===== config.mk =====
export PLATFORM = sky130hd
export DESIGN_NAME = sast_top
export DESIGN_NICKNAME = d
export VERILOG_FILES = /design/src/sast_pkg.sv /design/src/sast_top.sv
export SDC_FILE = /design/constraint.sdc
export NUM_CORES = 1
export LEC_CHECK = 0
export BUFFER_PORTS_ARGS = -buffer_cell sky130_fd_sc_hd__buf_2
export CAP_MARGIN = 20
export CORE_MARGIN = 10
export CORE_UTILIZATION = 45
export DETAILED_ROUTE_END_ITERATION = 10
export GPL_TIMING_DRIVEN = 0
export PLACE_DENSITY = 0.74
export SLEW_MARGIN = 30
export SYNTH_ARGS = -nofsm -noshare
export SYNTH_HDL_FRONTEND = slang
export SYNTH_SLANG_ARGS = --single-unit

===== constraint.sdc =====
create_clock -name clk_sys_i -period 5 [get_ports clk_sys_i]
set_input_delay 0.25 -clock clk_sys_i [delete_from_list [all_inputs] [get_ports clk_sys_i]]
set_output_delay 0.25 -clock clk_sys_i [all_outputs]
set_load 0.1 [all_outputs]

===== src/sast_pkg.sv =====
// Constants shared by the status annunciation and self-test block.
// Assumes a 100 MHz system clock; all timing except the blink derives from a seconds tick.
package sast_pkg;
   // ***********************************************************
   // Timing
   // ***********************************************************
   localparam int unsigned CLK_HZ = 100000000; // System clock rate
   localparam int unsigned TICK_CYCLES = CLK_HZ; // Cycles per second
   localparam int unsigned ROTATE_S = 5; // Newest message hold time
   localparam int unsigned TEST_PERIOD_S = 5; // Fast test repetition
   localparam int unsigned FAIL_COUNT = 5; // Consecutive fails to log
   localparam int unsigned TEMP_PERIOD_S = 3600; // Temperature check
   localparam int unsigned FLASH_DEF_S = 4; // Default flash time
   localparam int unsigned BLINK_HALF = 50000000; // Half blink period
   // ***********************************************************
   // Thresholds and codes
   // ***********************************************************
   localparam logic [7:0] TEMP_LIMIT_C = 8'h50; // 80 degrees C
   localparam int unsigned NUM_LAMPS = 8; // Programmable lamps
   localparam int unsigned NUM_COND = 8; // Target condition slots
   localparam int unsigned NUM_OUT = 6; // Blockable output contacts
   // Lamp colour codes for lamps 5 to 8
   localparam logic [1:0] COL_OFF = 2'h0;
   localparam logic [1:0] COL_RED = 2'h1;
   localparam logic [1:0] COL_ORANGE = 2'h2;
   localparam logic [1:0] COL_GREEN = 2'h3;
   // Element function settings
   localparam logic [1:0] FN_TRIP = 2'h0;
   localparam logic [1:0] FN_ALARM = 2'h1;
   localparam logic [1:0] FN_LATCH = 2'h2;
   // Element state codes shown on the display
   localparam logic [1:0] ST_PICKUP = 2'h0;
   localparam logic [1:0] ST_OPER = 2'h1;
   localparam logic [1:0] ST_ALARM = 2'h2;
   // Event recorder codes
   localparam logic [3:0] EV_CLOCK = 4'h1;
   localparam logic [3:0] EV_TEMP = 4'h2;
   localparam logic [3:0] EV_UNIT = 4'h3;
   // Display source selection
   typedef enum logic [1:0] {
      SAST_DISP_MENU, SAST_DISP_TARGET, SAST_DISP_FLASH, SAST_DISP_ERR
   } sast_disp_e;
endpackage


===== src/sast_top.sv =====
// Status lamps, target message rotation, flash messages and self-test
// supervision. Keypad and condition inputs are synchronous to clk_sys_i;
// protection elements and the real-time clock sit outside.
`timescale 1ns/1ps
// Overview of operation
// - Plain alarm flashes lamp, clears with condition
// - Latched alarm holds alarm lamp steady on
// - Eight lamps, source, type, colour on 5-8
// - Every active condition gets a target message
// - Newest first, rotate others after 5 s
// - Scroll keys step previous or next message
// - Other key hides targets until idle timeout
// - Message shows element, state and phase
// - Self-test at power-up then background; minor/major
// - Minor: fault lamp, in service on, log
// - Major: drop output 7, block outputs 1-6
// - Major: service off, fault on, alarm flash
// - Five consecutive fails before logging, 25 s
// - Clock-not-set minor alert, checked every 5 s
// - Hourly check, minor alert above 80 C
// - Unit failure: latched major, code, 5 s
// - Flash message shown programmable time, default 4
module sast_top import sast_pkg::*; #(
   parameter int unsigned TICK_CYC = TICK_CYCLES, // Cycles per second
   parameter int unsigned BLINK_CYC = BLINK_HALF // Half blink cycles
) (
   input wire logic clk_sys_i, // System clock
   input wire logic arst_n_i, // Asynchronous reset, active low
   input wire logic relay_ready_i, // Relay programmed and ready
   // Target conditions, one slot per element
   input wire logic [NUM_COND-1:0] cond_act_i, // Condition active
   input wire logic [NUM_COND*2-1:0] cond_fn_i, // Function per slot
   input wire logic [NUM_COND*2-1:0] cond_state_i, // State per slot
   input wire logic [NUM_COND*3-1:0] cond_phase_i, // Phases A,B,C
   input wire logic [NUM_COND-1:0] cond_alarm_i, // Alarm condition
   // Keypad
   input wire logic key_up_i, // Scroll up pulse
   input wire logic key_down_i, // Scroll down pulse
   input wire logic key_reset_i, // Reset key pulse
   input wire logic key_other_i, // Any other key pulse
   input wire logic flash_req_i, // Key wants a flash message
   input wire logic [3:0] flash_code_i, // Flash message code
   input wire logic [7:0] flash_time_s_i, // Flash time, seconds
   input wire logic [7:0] idle_time_s_i, // Display idle delay
   // Programmable lamp settings
   input wire logic [NUM_LAMPS*4-1:0] lamp_src_i, // Source index
   input wire logic [NUM_LAMPS-1:0] lamp_latch_i, // Type: latched
   input wire logic [7:0] lamp_col_i, // Colours, lamps 5 to 8
   input wire logic [15:0] lamp_sig_i, // Selectable sources
   // Self-test inputs
   input wire logic rtc_default_i, // Clock equals default
   input wire logic [7:0] temp_c_i, // Ambient temperature
   input wire logic hw_fail_i, // Hardware check failing
   input wire logic [15:0] hw_code_i, // Hardware failure code
   input wire logic [NUM_OUT:1] out_req_i, // Requested contacts 1-6
   // Outputs
   output logic in_service_o, // In-service lamp
   output logic fault_lamp_o, // Fault lamp
   output logic alarm_lamp_o, // Alarm lamp
   output logic [NUM_LAMPS-1:0] lamp_on_o, // Programmable lamps
   output logic [7:0] lamp_color_o, // Colours of lamps 5 to 8
   output logic [NUM_OUT:1] out_cmd_o, // Contacts 1 to 6
   output logic crit_fail_o, // Output 7, energised when healthy
   output logic [1:0] disp_sel_o, // Display source
   output logic [2:0] msg_idx_o, // Shown condition slot
   output logic [1:0] msg_fn_o, // Shown element function
   output logic [1:0] msg_state_o, // Shown element state
   output logic [2:0] msg_phase_o, // Shown phases
   output logic [3:0] flash_code_o, // Shown flash code
   output logic minor_o, // Minor self-test problem
   output logic major_o, // Major self-test problem
   output logic [15:0] err_code_o, // Shown failure code
   output logic log_stb_o, // Event recorder strobe
   output logic [3:0] log_code_o // Event recorder code
);
   // ***********************************************************
   // Reset release and seconds tick
   // ***********************************************************
   logic rst_s1_q, rst_n_q; // Reset synchroniser
   always_ff @(posedge clk_sys_i or negedge arst_n_i) begin
      if (!arst_n_i) begin
         rst_s1_q <= 1'b0;
         rst_n_q <= 1'b0;
      end else begin
         rst_s1_q <= 1'b1;
         rst_n_q <= rst_s1_q;
      end
   end
   logic [31:0] tick_cnt_q; // Cycle count within a second
   logic [31:0] blink_cnt_q; // Blink half-period count
   logic blink_q; // Shared blink phase
   wire tick_w = (tick_cnt_q == 32'(TICK_CYC - 1));
   wire blink_end_w = (blink_cnt_q == 32'(BLINK_CYC - 1));
   // Seconds tick and blink phase run from separate free-running counters
   always_ff @(posedge clk_sys_i or negedge rst_n_q) begin
      if (!rst_n_q) begin
         tick_cnt_q <= 32'h0;
         blink_cnt_q <= 32'h0;
         blink_q <= 1'b0;
      end else begin
         tick_cnt_q <= tick_w ? 32'h0 : tick_cnt_q + 32'h1;
         blink_cnt_q <= blink_end_w ? 32'h0 : blink_cnt_q + 32'h1;
         if (blink_end_w) begin
            blink_q <= ~blink_q;
         end
      end
   end
   // ***********************************************************
   // Self-test scheduler
   // ***********************************************************
   logic [2:0] fast_sec_q; // Seconds within 5 s period
   logic [11:0] hour_sec_q; // Seconds within the hour
   logic init_q; // Power-up pass still pending
   logic [2:0] clk_fail_q, hw_fail_q; // Consecutive fail counts
   logic clk_alert_q, temp_alert_q, unit_fail_q;
   logic [15:0] code_q; // Latched failure code
   wire fast_run_w = init_q | (tick_w && fast_sec_q == 3'(TEST_PERIOD_S - 1));
   wire hour_run_w = init_q | (tick_w && hour_sec_q == 12'(TEMP_PERIOD_S - 1));
   wire clk_hit_w = fast_run_w && rtc_default_i &&
                    clk_fail_q == 3'(FAIL_COUNT - 1);
   wire hw_hit_w = fast_run_w && hw_fail_i &&
                   hw_fail_q == 3'(FAIL_COUNT - 1);
   wire temp_hot_w = temp_c_i > TEMP_LIMIT_C;
   // Runs once at release and then forever in background
   always_ff @(posedge clk_sys_i or negedge rst_n_q) begin
      if (!rst_n_q) begin
         init_q <= 1'b1;
         fast_sec_q <= 3'h0;
         hour_sec_q <= 12'h0;
      end else begin
         init_q <= 1'b0;
         if (tick_w) begin
            fast_sec_q <= (fast_sec_q == 3'(TEST_PERIOD_S - 1)) ? 3'h0 :
                          fast_sec_q + 3'h1;
            hour_sec_q <= (hour_sec_q == 12'(TEMP_PERIOD_S - 1)) ? 12'h0 :
                          hour_sec_q + 12'h1;
         end
      end
   end
   // Counters saturate at the threshold; one clean pass clears
   always_ff @(posedge clk_sys_i or negedge rst_n_q) begin
      if (!rst_n_q) begin
         clk_fail_q <= 3'h0;
         hw_fail_q <= 3'h0;
         clk_alert_q <= 1'b0;
         temp_alert_q <= 1'b0;
         unit_fail_q <= 1'b0;
         code_q <= 16'h0;
      end else begin
         if (fast_run_w) begin
            clk_fail_q <= !rtc_default_i ? 3'h0 : (clk_hit_w ?
                          clk_fail_q : clk_fail_q + 3'h1);
            hw_fail_q <= !hw_fail_i ? 3'h0 : (hw_hit_w ?
                         hw_fail_q : hw_fail_q + 3'h1);
            // Not latched: follows each check result
            clk_alert_q <= clk_hit_w;
         end
         if (hour_run_w) begin
            temp_alert_q <= temp_hot_w;
         end
         // Latched until power cycle; reset key cannot clear it
         if (hw_hit_w && !unit_fail_q) begin
            unit_fail_q <= 1'b1;
            code_q <= hw_code_i;
         end
      end
   end
   // Log only on entry into a failed state
   logic clk_alert_d1_q, temp_d1_q, unit_d1_q;
   always_ff @(posedge clk_sys_i or negedge rst_n_q) begin
      if (!rst_n_q) begin
         clk_alert_d1_q <= 1'b0;
         temp_d1_q <= 1'b0;
         unit_d1_q <= 1'b0;
      end else begin
         clk_alert_d1_q <= clk_alert_q;
         temp_d1_q <= temp_alert_q;
         unit_d1_q <= unit_fail_q;
      end
   end
   wire log_unit_w = unit_fail_q & ~unit_d1_q;
   wire log_clk_w = clk_alert_q & ~clk_alert_d1_q;
   wire log_temp_w = temp_alert_q & ~temp_d1_q;
   assign log_stb_o = log_unit_w | log_clk_w | log_temp_w;
   assign log_code_o = log_unit_w ? EV_UNIT : (log_clk_w ? EV_CLOCK :
                       (log_temp_w ? EV_TEMP : 4'h0));
   assign minor_o = clk_alert_q | temp_alert_q;
   assign major_o = unit_fail_q;
   assign err_code_o = code_q;
   // ***********************************************************
   // Status lamps and contacts
   // ***********************************************************
   logic [NUM_COND-1:0] latch_q; // Latched alarm memory
   logic [NUM_COND-1:0] plain_al_w, latch_set_w;
   genvar gi;
   for (gi = 0; gi < NUM_COND; gi++) begin : g_alarm
      assign plain_al_w[gi] = cond_alarm_i[gi] &&
                              cond_fn_i[gi*2 +: 2] == FN_ALARM;
      assign latch_set_w[gi] = cond_alarm_i[gi] &&
                               cond_fn_i[gi*2 +: 2] == FN_LATCH;
   end
   // Latched alarms drop only on reset key once inactive
   always_ff @(posedge clk_sys_i or negedge rst_n_q) begin
      if (!rst_n_q) begin
         latch_q <= '0;
      end else begin
         latch_q <= latch_set_w |
                    (key_reset_i ? '0 : latch_q);
      end
   end
   assign alarm_lamp_o = (|latch_q) ? 1'b1 :
                         ((|plain_al_w) | unit_fail_q) & blink_q;
   assign in_service_o = relay_ready_i & ~unit_fail_q;
   assign fault_lamp_o = ~relay_ready_i | unit_fail_q | minor_o;
   assign crit_fail_o = ~unit_fail_q;
   assign out_cmd_o = unit_fail_q ? '0 : out_req_i;
   // Programmable lamps: self-resetting or latched per lamp
   logic [NUM_LAMPS-1:0] lamp_q;
   logic [NUM_LAMPS-1:0] lamp_src_w;
   for (gi = 0; gi < NUM_LAMPS; gi++) begin : g_lamp
      assign lamp_src_w[gi] = lamp_sig_i[lamp_src_i[gi*4 +: 4]];
   end
   always_ff @(posedge clk_sys_i or negedge rst_n_q) begin
      if (!rst_n_q) begin
         lamp_q <= '0;
      end else begin
         lamp_q <= lamp_src_w | (lamp_q & lamp_latch_i &
                   {NUM_LAMPS{~key_reset_i}});
      end
   end
   assign lamp_on_o = lamp_q;
   assign lamp_color_o = lamp_col_i;
   // ***********************************************************
   // Target message rotation and display selection
   // ***********************************************************
   logic [2:0] idx_q; // Shown slot
   logic [2:0] hold_q; // Seconds shown before rotating
   logic [7:0] idle_q; // Idle seconds since an other-key press
   logic hidden_q; // Targets hidden by keypad use
   logic [7:0] flash_q; // Flash seconds remaining
   logic [3:0] fcode_q;
   logic [NUM_COND-1:0] act_prev_q;
   wire any_act_w = |cond_act_i;
   wire [NUM_COND-1:0] new_w = cond_act_i & ~act_prev_q;
   logic [2:0] newest_w; // Highest newly active slot
   always_comb begin
      newest_w = 3'h0;
      for (int i = 0; i < NUM_COND; i++) begin
         if (new_w[i]) begin
            newest_w = 3'(i);
         end
      end
   end
   // Next and previous active slot, wrapping round
   logic [2:0] next_w, prev_w;
   always_comb begin
      next_w = idx_q;
      prev_w = idx_q;
      for (int k = NUM_COND - 1; k >= 1; k--) begin
         if (cond_act_i[3'(idx_q + 3'(k))]) begin
            next_w = 3'(idx_q + 3'(k));
         end
         if (cond_act_i[3'(idx_q - 3'(k))]) begin
            prev_w = 3'(idx_q - 3'(k));
         end
      end
   end
   always_ff @(posedge clk_sys_i or negedge rst_n_q) begin
      if (!rst_n_q) begin
         act_prev_q <= '0;
         idx_q <= 3'h0;
         hold_q <= 3'h0;
      end else begin
         act_prev_q <= cond_act_i;
         if (|new_w) begin
            idx_q <= newest_w;
            hold_q <= 3'h0;
         end else if (key_up_i) begin
            idx_q <= prev_w;
            hold_q <= 3'h0;
         end else if (key_down_i) begin
            idx_q <= next_w;
            hold_q <= 3'h0;
         end else if (tick_w) begin
            if (hold_q == 3'(ROTATE_S - 1)) begin
               idx_q <= next_w;
               hold_q <= 3'h0;
            end else begin
               hold_q <= hold_q + 3'h1;
            end
         end
      end
   end
   // Other-key presses hide targets until the idle delay expires
   always_ff @(posedge clk_sys_i or negedge rst_n_q) begin
      if (!rst_n_q) begin
         hidden_q <= 1'b0;
         idle_q <= 8'h0;
      end else begin
         if (key_other_i) begin
            hidden_q <= 1'b1;
            idle_q <= 8'h0;
         end else if (tick_w && hidden_q) begin
            if (idle_q + 8'h1 >= idle_time_s_i) begin
               hidden_q <= 1'b0;
            end
            idle_q <= idle_q + 8'h1;
         end
      end
   end
   // Flash time counts whole ticks; zero falls back to default
   always_ff @(posedge clk_sys_i or negedge rst_n_q) begin
      if (!rst_n_q) begin
         flash_q <= 8'h0;
         fcode_q <= 4'h0;
      end else begin
         if (flash_req_i) begin
            flash_q <= (flash_time_s_i == 8'h0) ? 8'(FLASH_DEF_S) :
                       flash_time_s_i;
            fcode_q <= flash_code_i;
         end else if (tick_w && flash_q != 8'h0) begin
            flash_q <= flash_q - 8'h1;
         end
      end
   end
   wire show_tgt_w = any_act_w & ~hidden_q;
   // Minor problems show their error too, below flash messages
   assign disp_sel_o = (flash_q != 8'h0) ? SAST_DISP_FLASH :
                       ((unit_fail_q | minor_o) ? SAST_DISP_ERR :
                       (show_tgt_w ? SAST_DISP_TARGET : SAST_DISP_MENU));
   assign msg_idx_o = idx_q;
   assign msg_fn_o = cond_fn_i[idx_q*2 +: 2];
   assign msg_state_o = cond_state_i[idx_q*2 +: 2];
   assign msg_phase_o = cond_phase_i[idx_q*3 +: 3];
   assign flash_code_o = fcode_q;
endmodule


==> metrics.md <==
| Metric | Value |
|---|---|
| Outcome | finished, final reports clean |
| Max Fanout on Critical Path | 10 |
| Cell taking the most area after synthesis | dfrtp_1 |
| Worst Hold Path EP | act_prev_q[1] |
| Final instance area | 0.0122 mm^2 |
| Clock transition at the registers of the reported paths | about 0.06 ns |
| Via count | approximately 8.5k |
| Critical path class | flip-flop to flip-flop |
| Post-Syn Area per Cell | 10.4 um^2 |
| Ys Warns | 0 |
| H-tree levels | 4 |
| Post-route ant nets | 0 |
| Hold WC Path Type | primary input to flip-flop |
| Mapped Cells | 954 |
| Placer congestion estimate | a little over 0.9 |
| Top post-synthesis cells by area | dfrtp_1 (41%), mux4_2 (14%), nand2_1 (4.0%) |
| Ports | 261 |
| Vias per cell | between 5 and 6 |
| Max-slew violations | 0 |
| Area growth from synthesis to layout | 22.9% |
| Clock Latency Late Sink | approximately 0.43 ns |
| R2R depth | 14 |
| VDD IR-drop max | roughly 0.00023 V |
| Seq/Total Area, Yosys | 0.408 |
| Critical Path End Type | flip-flop |
| Hold Crit Depth | 1 |
| CP Data Required Time | ~5.4 ns |
| DR WL/cell | ~18 um |
| PwrDens | roughly 300 mW/mm^2 |
| Die X | ~170 um |
| Total wire length | about 27,000 um |
| Total GRT Usage | 0.187 |
| First-pass GRT wire length | roughly 44,000 um |
| Core ar. | 0.0218 mm^2 |
| CP max stage delay | roughly 0.66 ns |
| Non-Filler Instances | ~1.5k |
| Crit-path cells | buf_2 > buf_2 > clkbuf_1 > inv_1 > ha_1 > clkbuf_1 > mux4_2 > inv_1 > o21ai_1 > inv_1 > a221oi_1 > o221ai_1 > or3_1 > nand4_1 |
| Synth cell types | between 60 and 70 |
| Worst R2R Setup Slack | ~0.42 ns |
| Worst r2r src | msg_idx_o[0] |
| Layout cell share with drive strength beyond 1 | 0.319 |
| Data arrival, critical path | approximately 4.9 ns |
| Synthesized area | 0.00994 mm^2 |
| Remaining DRCs | 0 |
| Port bufs | ~250 |
| Drt pass-1 iters | 5 |
| Detailed placer's ending HPWL | roughly 21,000 um |
| Placed standard-cell area | ~0.012 mm^2 |
| Die Area | 0.0284 mm^2 |
| Hold Startpoint | cond_act_i[1] |
| Pleak | 5.73 nW |
| Fin crit period | between 4 and 5 ns |
| Worst slew pin tran | between 0.8 and 0.9 ns |
| Clk_skew | 0.0122 ns |
| DP Cell Count | about 1.5k |
| Max Cap Viol | 0 |
| Async SR Flop Fraction | 1.00 |
| Max clock buf depth | 2 |
| Site Rows | 54 |
| Achievable Freq | 0.219 GHz |
| TritonCTS Buffers | 17 |
| Critical path's top delay family | buffers and inverters |
| CTS tree | yes |
| Unrepaired setup endpoints after global routing | no |
| Final setup viols | 0 |
| Top_reg_cell synth | dfrtp_1 |
| Setup_tns | 0 ns |
| Critical-path top delay cell | clkbuf_1 |
| Fillers | between 1.5k and 2k |
| Nets@finish | 1,449 |
| Iteration-0 DRC Markers | approximately 420 |
| Most frequent cells in the layout | buf_2 (251), dfrtp_1 (160), nand2_1 (105), nor2_1 (70), mux4_2 (61) |
| Synth Register Bits | 162 |
| Largest net degree at the start of global routing | 48 |
| Total clock sinks | 162 |
| Most used cell, CP | inv_1 |
| Max transition margin | 0.462 |
| Synth top area share | 0.405 |
| CTS root buffer | clkbuf_16 |
| CP startpoint kind | flip-flop |
| Post-synth EDFFs | 0 |
| Hold Fails Final Rpt | 0 |
| Most common cell after layout, fill and taps aside | buf_2 |
| Vias in the first global route | ~9k |
| Die Y | 169 um |
| Fraction of the cycle the final worst path needs | 0.915 |
| CP bufs+invs | 7 |
| Starting Density | 0.457 |
| Initial antenna violation count | 4 |
| Grt ovf | 0 |
| Reg-to-reg endpoint | msg_idx_o[0] |
## through the flow
step | util | worst slack, ns | total power, W | hold WS [ns]
5_1_grt | 0.562 | 0.0485 | 0.00381 | 0.0142
6_report | 0.562 | 0.425 | 0.00364 | 0.0273
2_1_floorplan | - | 0.154 | 0.00217 | -0.0456
4_1_cts | 0.561 | 0.375 | 0.00368 | 0.00250
3_5_place_dp | 0.535 | 0.410 | 0.00244 | 0.0367
3_3_place_gp | 0.530 | -1.82 | 0.00242 | 0.0362
## metal layers
layer	part of all wire	wire (um)	GRT usage	up-vias
met1	0.41	11200	0.221	4089
li1	-	-	-	4014
met5	0.00067	18	0	-
met4	0.020	549	0.0662	2
met3	0.089	2400	0.0593	37
met2	0.48	12900	0.313	347
## cells by family after synthesis
| logic type | share of synthesized area |
|---|---|
| and+or+nand+nor | 0.187 |
| xor gates and xnor gates | 0.0758 |
| buffers and inverters | 0.0344 |
| DFF | 0.408 |
| muxes | 0.177 |
| other | 0.000756 |
| AOI/OAI and AO/OA | 0.0879 |
| adders and majority gates | 0.0290 |
## layout make-up
cell class	count	area, um^2	share of cell area
antenna	3	7.51	0.000614
buffer	35	188	0.0154
clock buffer	18	429	0.0351
clock inverter	14	115	0.00942
inverter	41	154	0.0126
multi-input combinational	718	5550	0.454
sequential	162	4060	0.332
tap	280	350	0.0287
timing repair buffer	255	1370	0.112
## where the power goes
group	internal, W	total [W]	switching (W)
registers	0.00136	0.00139	0.0000335
clock network	0.000650	0.00122	0.000565
logic	0.000349	0.00104	0.000687
## flip-flops by register name, summed over array words and instances, names as in the netlist, 4 cells and up
| register | flops |
|---|---|
| flash_code_o | 4 |
| err_code_o | 16 |
| act_prev_q | 8 |
| flash_q | 8 |
| blink_cnt_q | 32 |
| tick_cnt_q | 32 |
| hour_sec_q | 12 |
| lamp_on_o | 8 |
| latch_q | 8 |
| idle_q | 8 |
## worst reg2reg max path: stages, from the launching register on
cell and delay (ns):
dfrtp_1 0.37, buf_2 0.27, buf_2 0.37, clkbuf_1 0.66, inv_1 0.15, ha_1 0.36
clkbuf_1 0.37, mux4_2 0.38, inv_1 0.12, o21ai_1 0.36, inv_1 0.14, a221oi_1 0.30
o221ai_1 0.16, or3_1 0.37, nand4_1 0.11
## cells in the mapped netlist, types with 13 or more instances
master / count
clkbuf_1: 16
a21oi_1: 31
nand4_1: 22
inv_1: 40
xnor2_1: 42
nor2_1: 70
and3_1: 17
ha_1: 23
o21ai_0: 52
nand3_1: 44
nand2b_1: 19
or3_1: 13
dfrtp_1: 161
nor2b_1: 13
mux4_2: 61
nor3_1: 15
xor2_1: 44
nand2_1: 105
mux2_2: 15
## worst max path at each step
| stage | from | endpoint | slack (ns) | depth (start not counted) |
|---|---|---|---|---|
| 2_1_floorplan | rst_n_q | act_prev_q[0] | 0.15 | 0 |
| 3_3_place_gp | rst_n_q | latch_q[1] | -1.82 | 0 |
| 3_5_place_dp | msg_idx_o[0] | msg_idx_o[0] | 0.41 | 14 |
| 4_1_cts | msg_idx_o[0] | msg_idx_o[0] | 0.37 | 14 |
| 5_1_grt | msg_idx_o[0] | msg_idx_o[0] | 0.05 | 14 |
| 6_report | msg_idx_o[0] | msg_idx_o[0] | 0.42 | 14 |
## what timing repair did
action	CTS	global route
hold endpoints to repair	4	0
hold buffers	3	0
gates resized for setup	0	0
setup buffers	0	0
(Power assumes the default switching activity.)
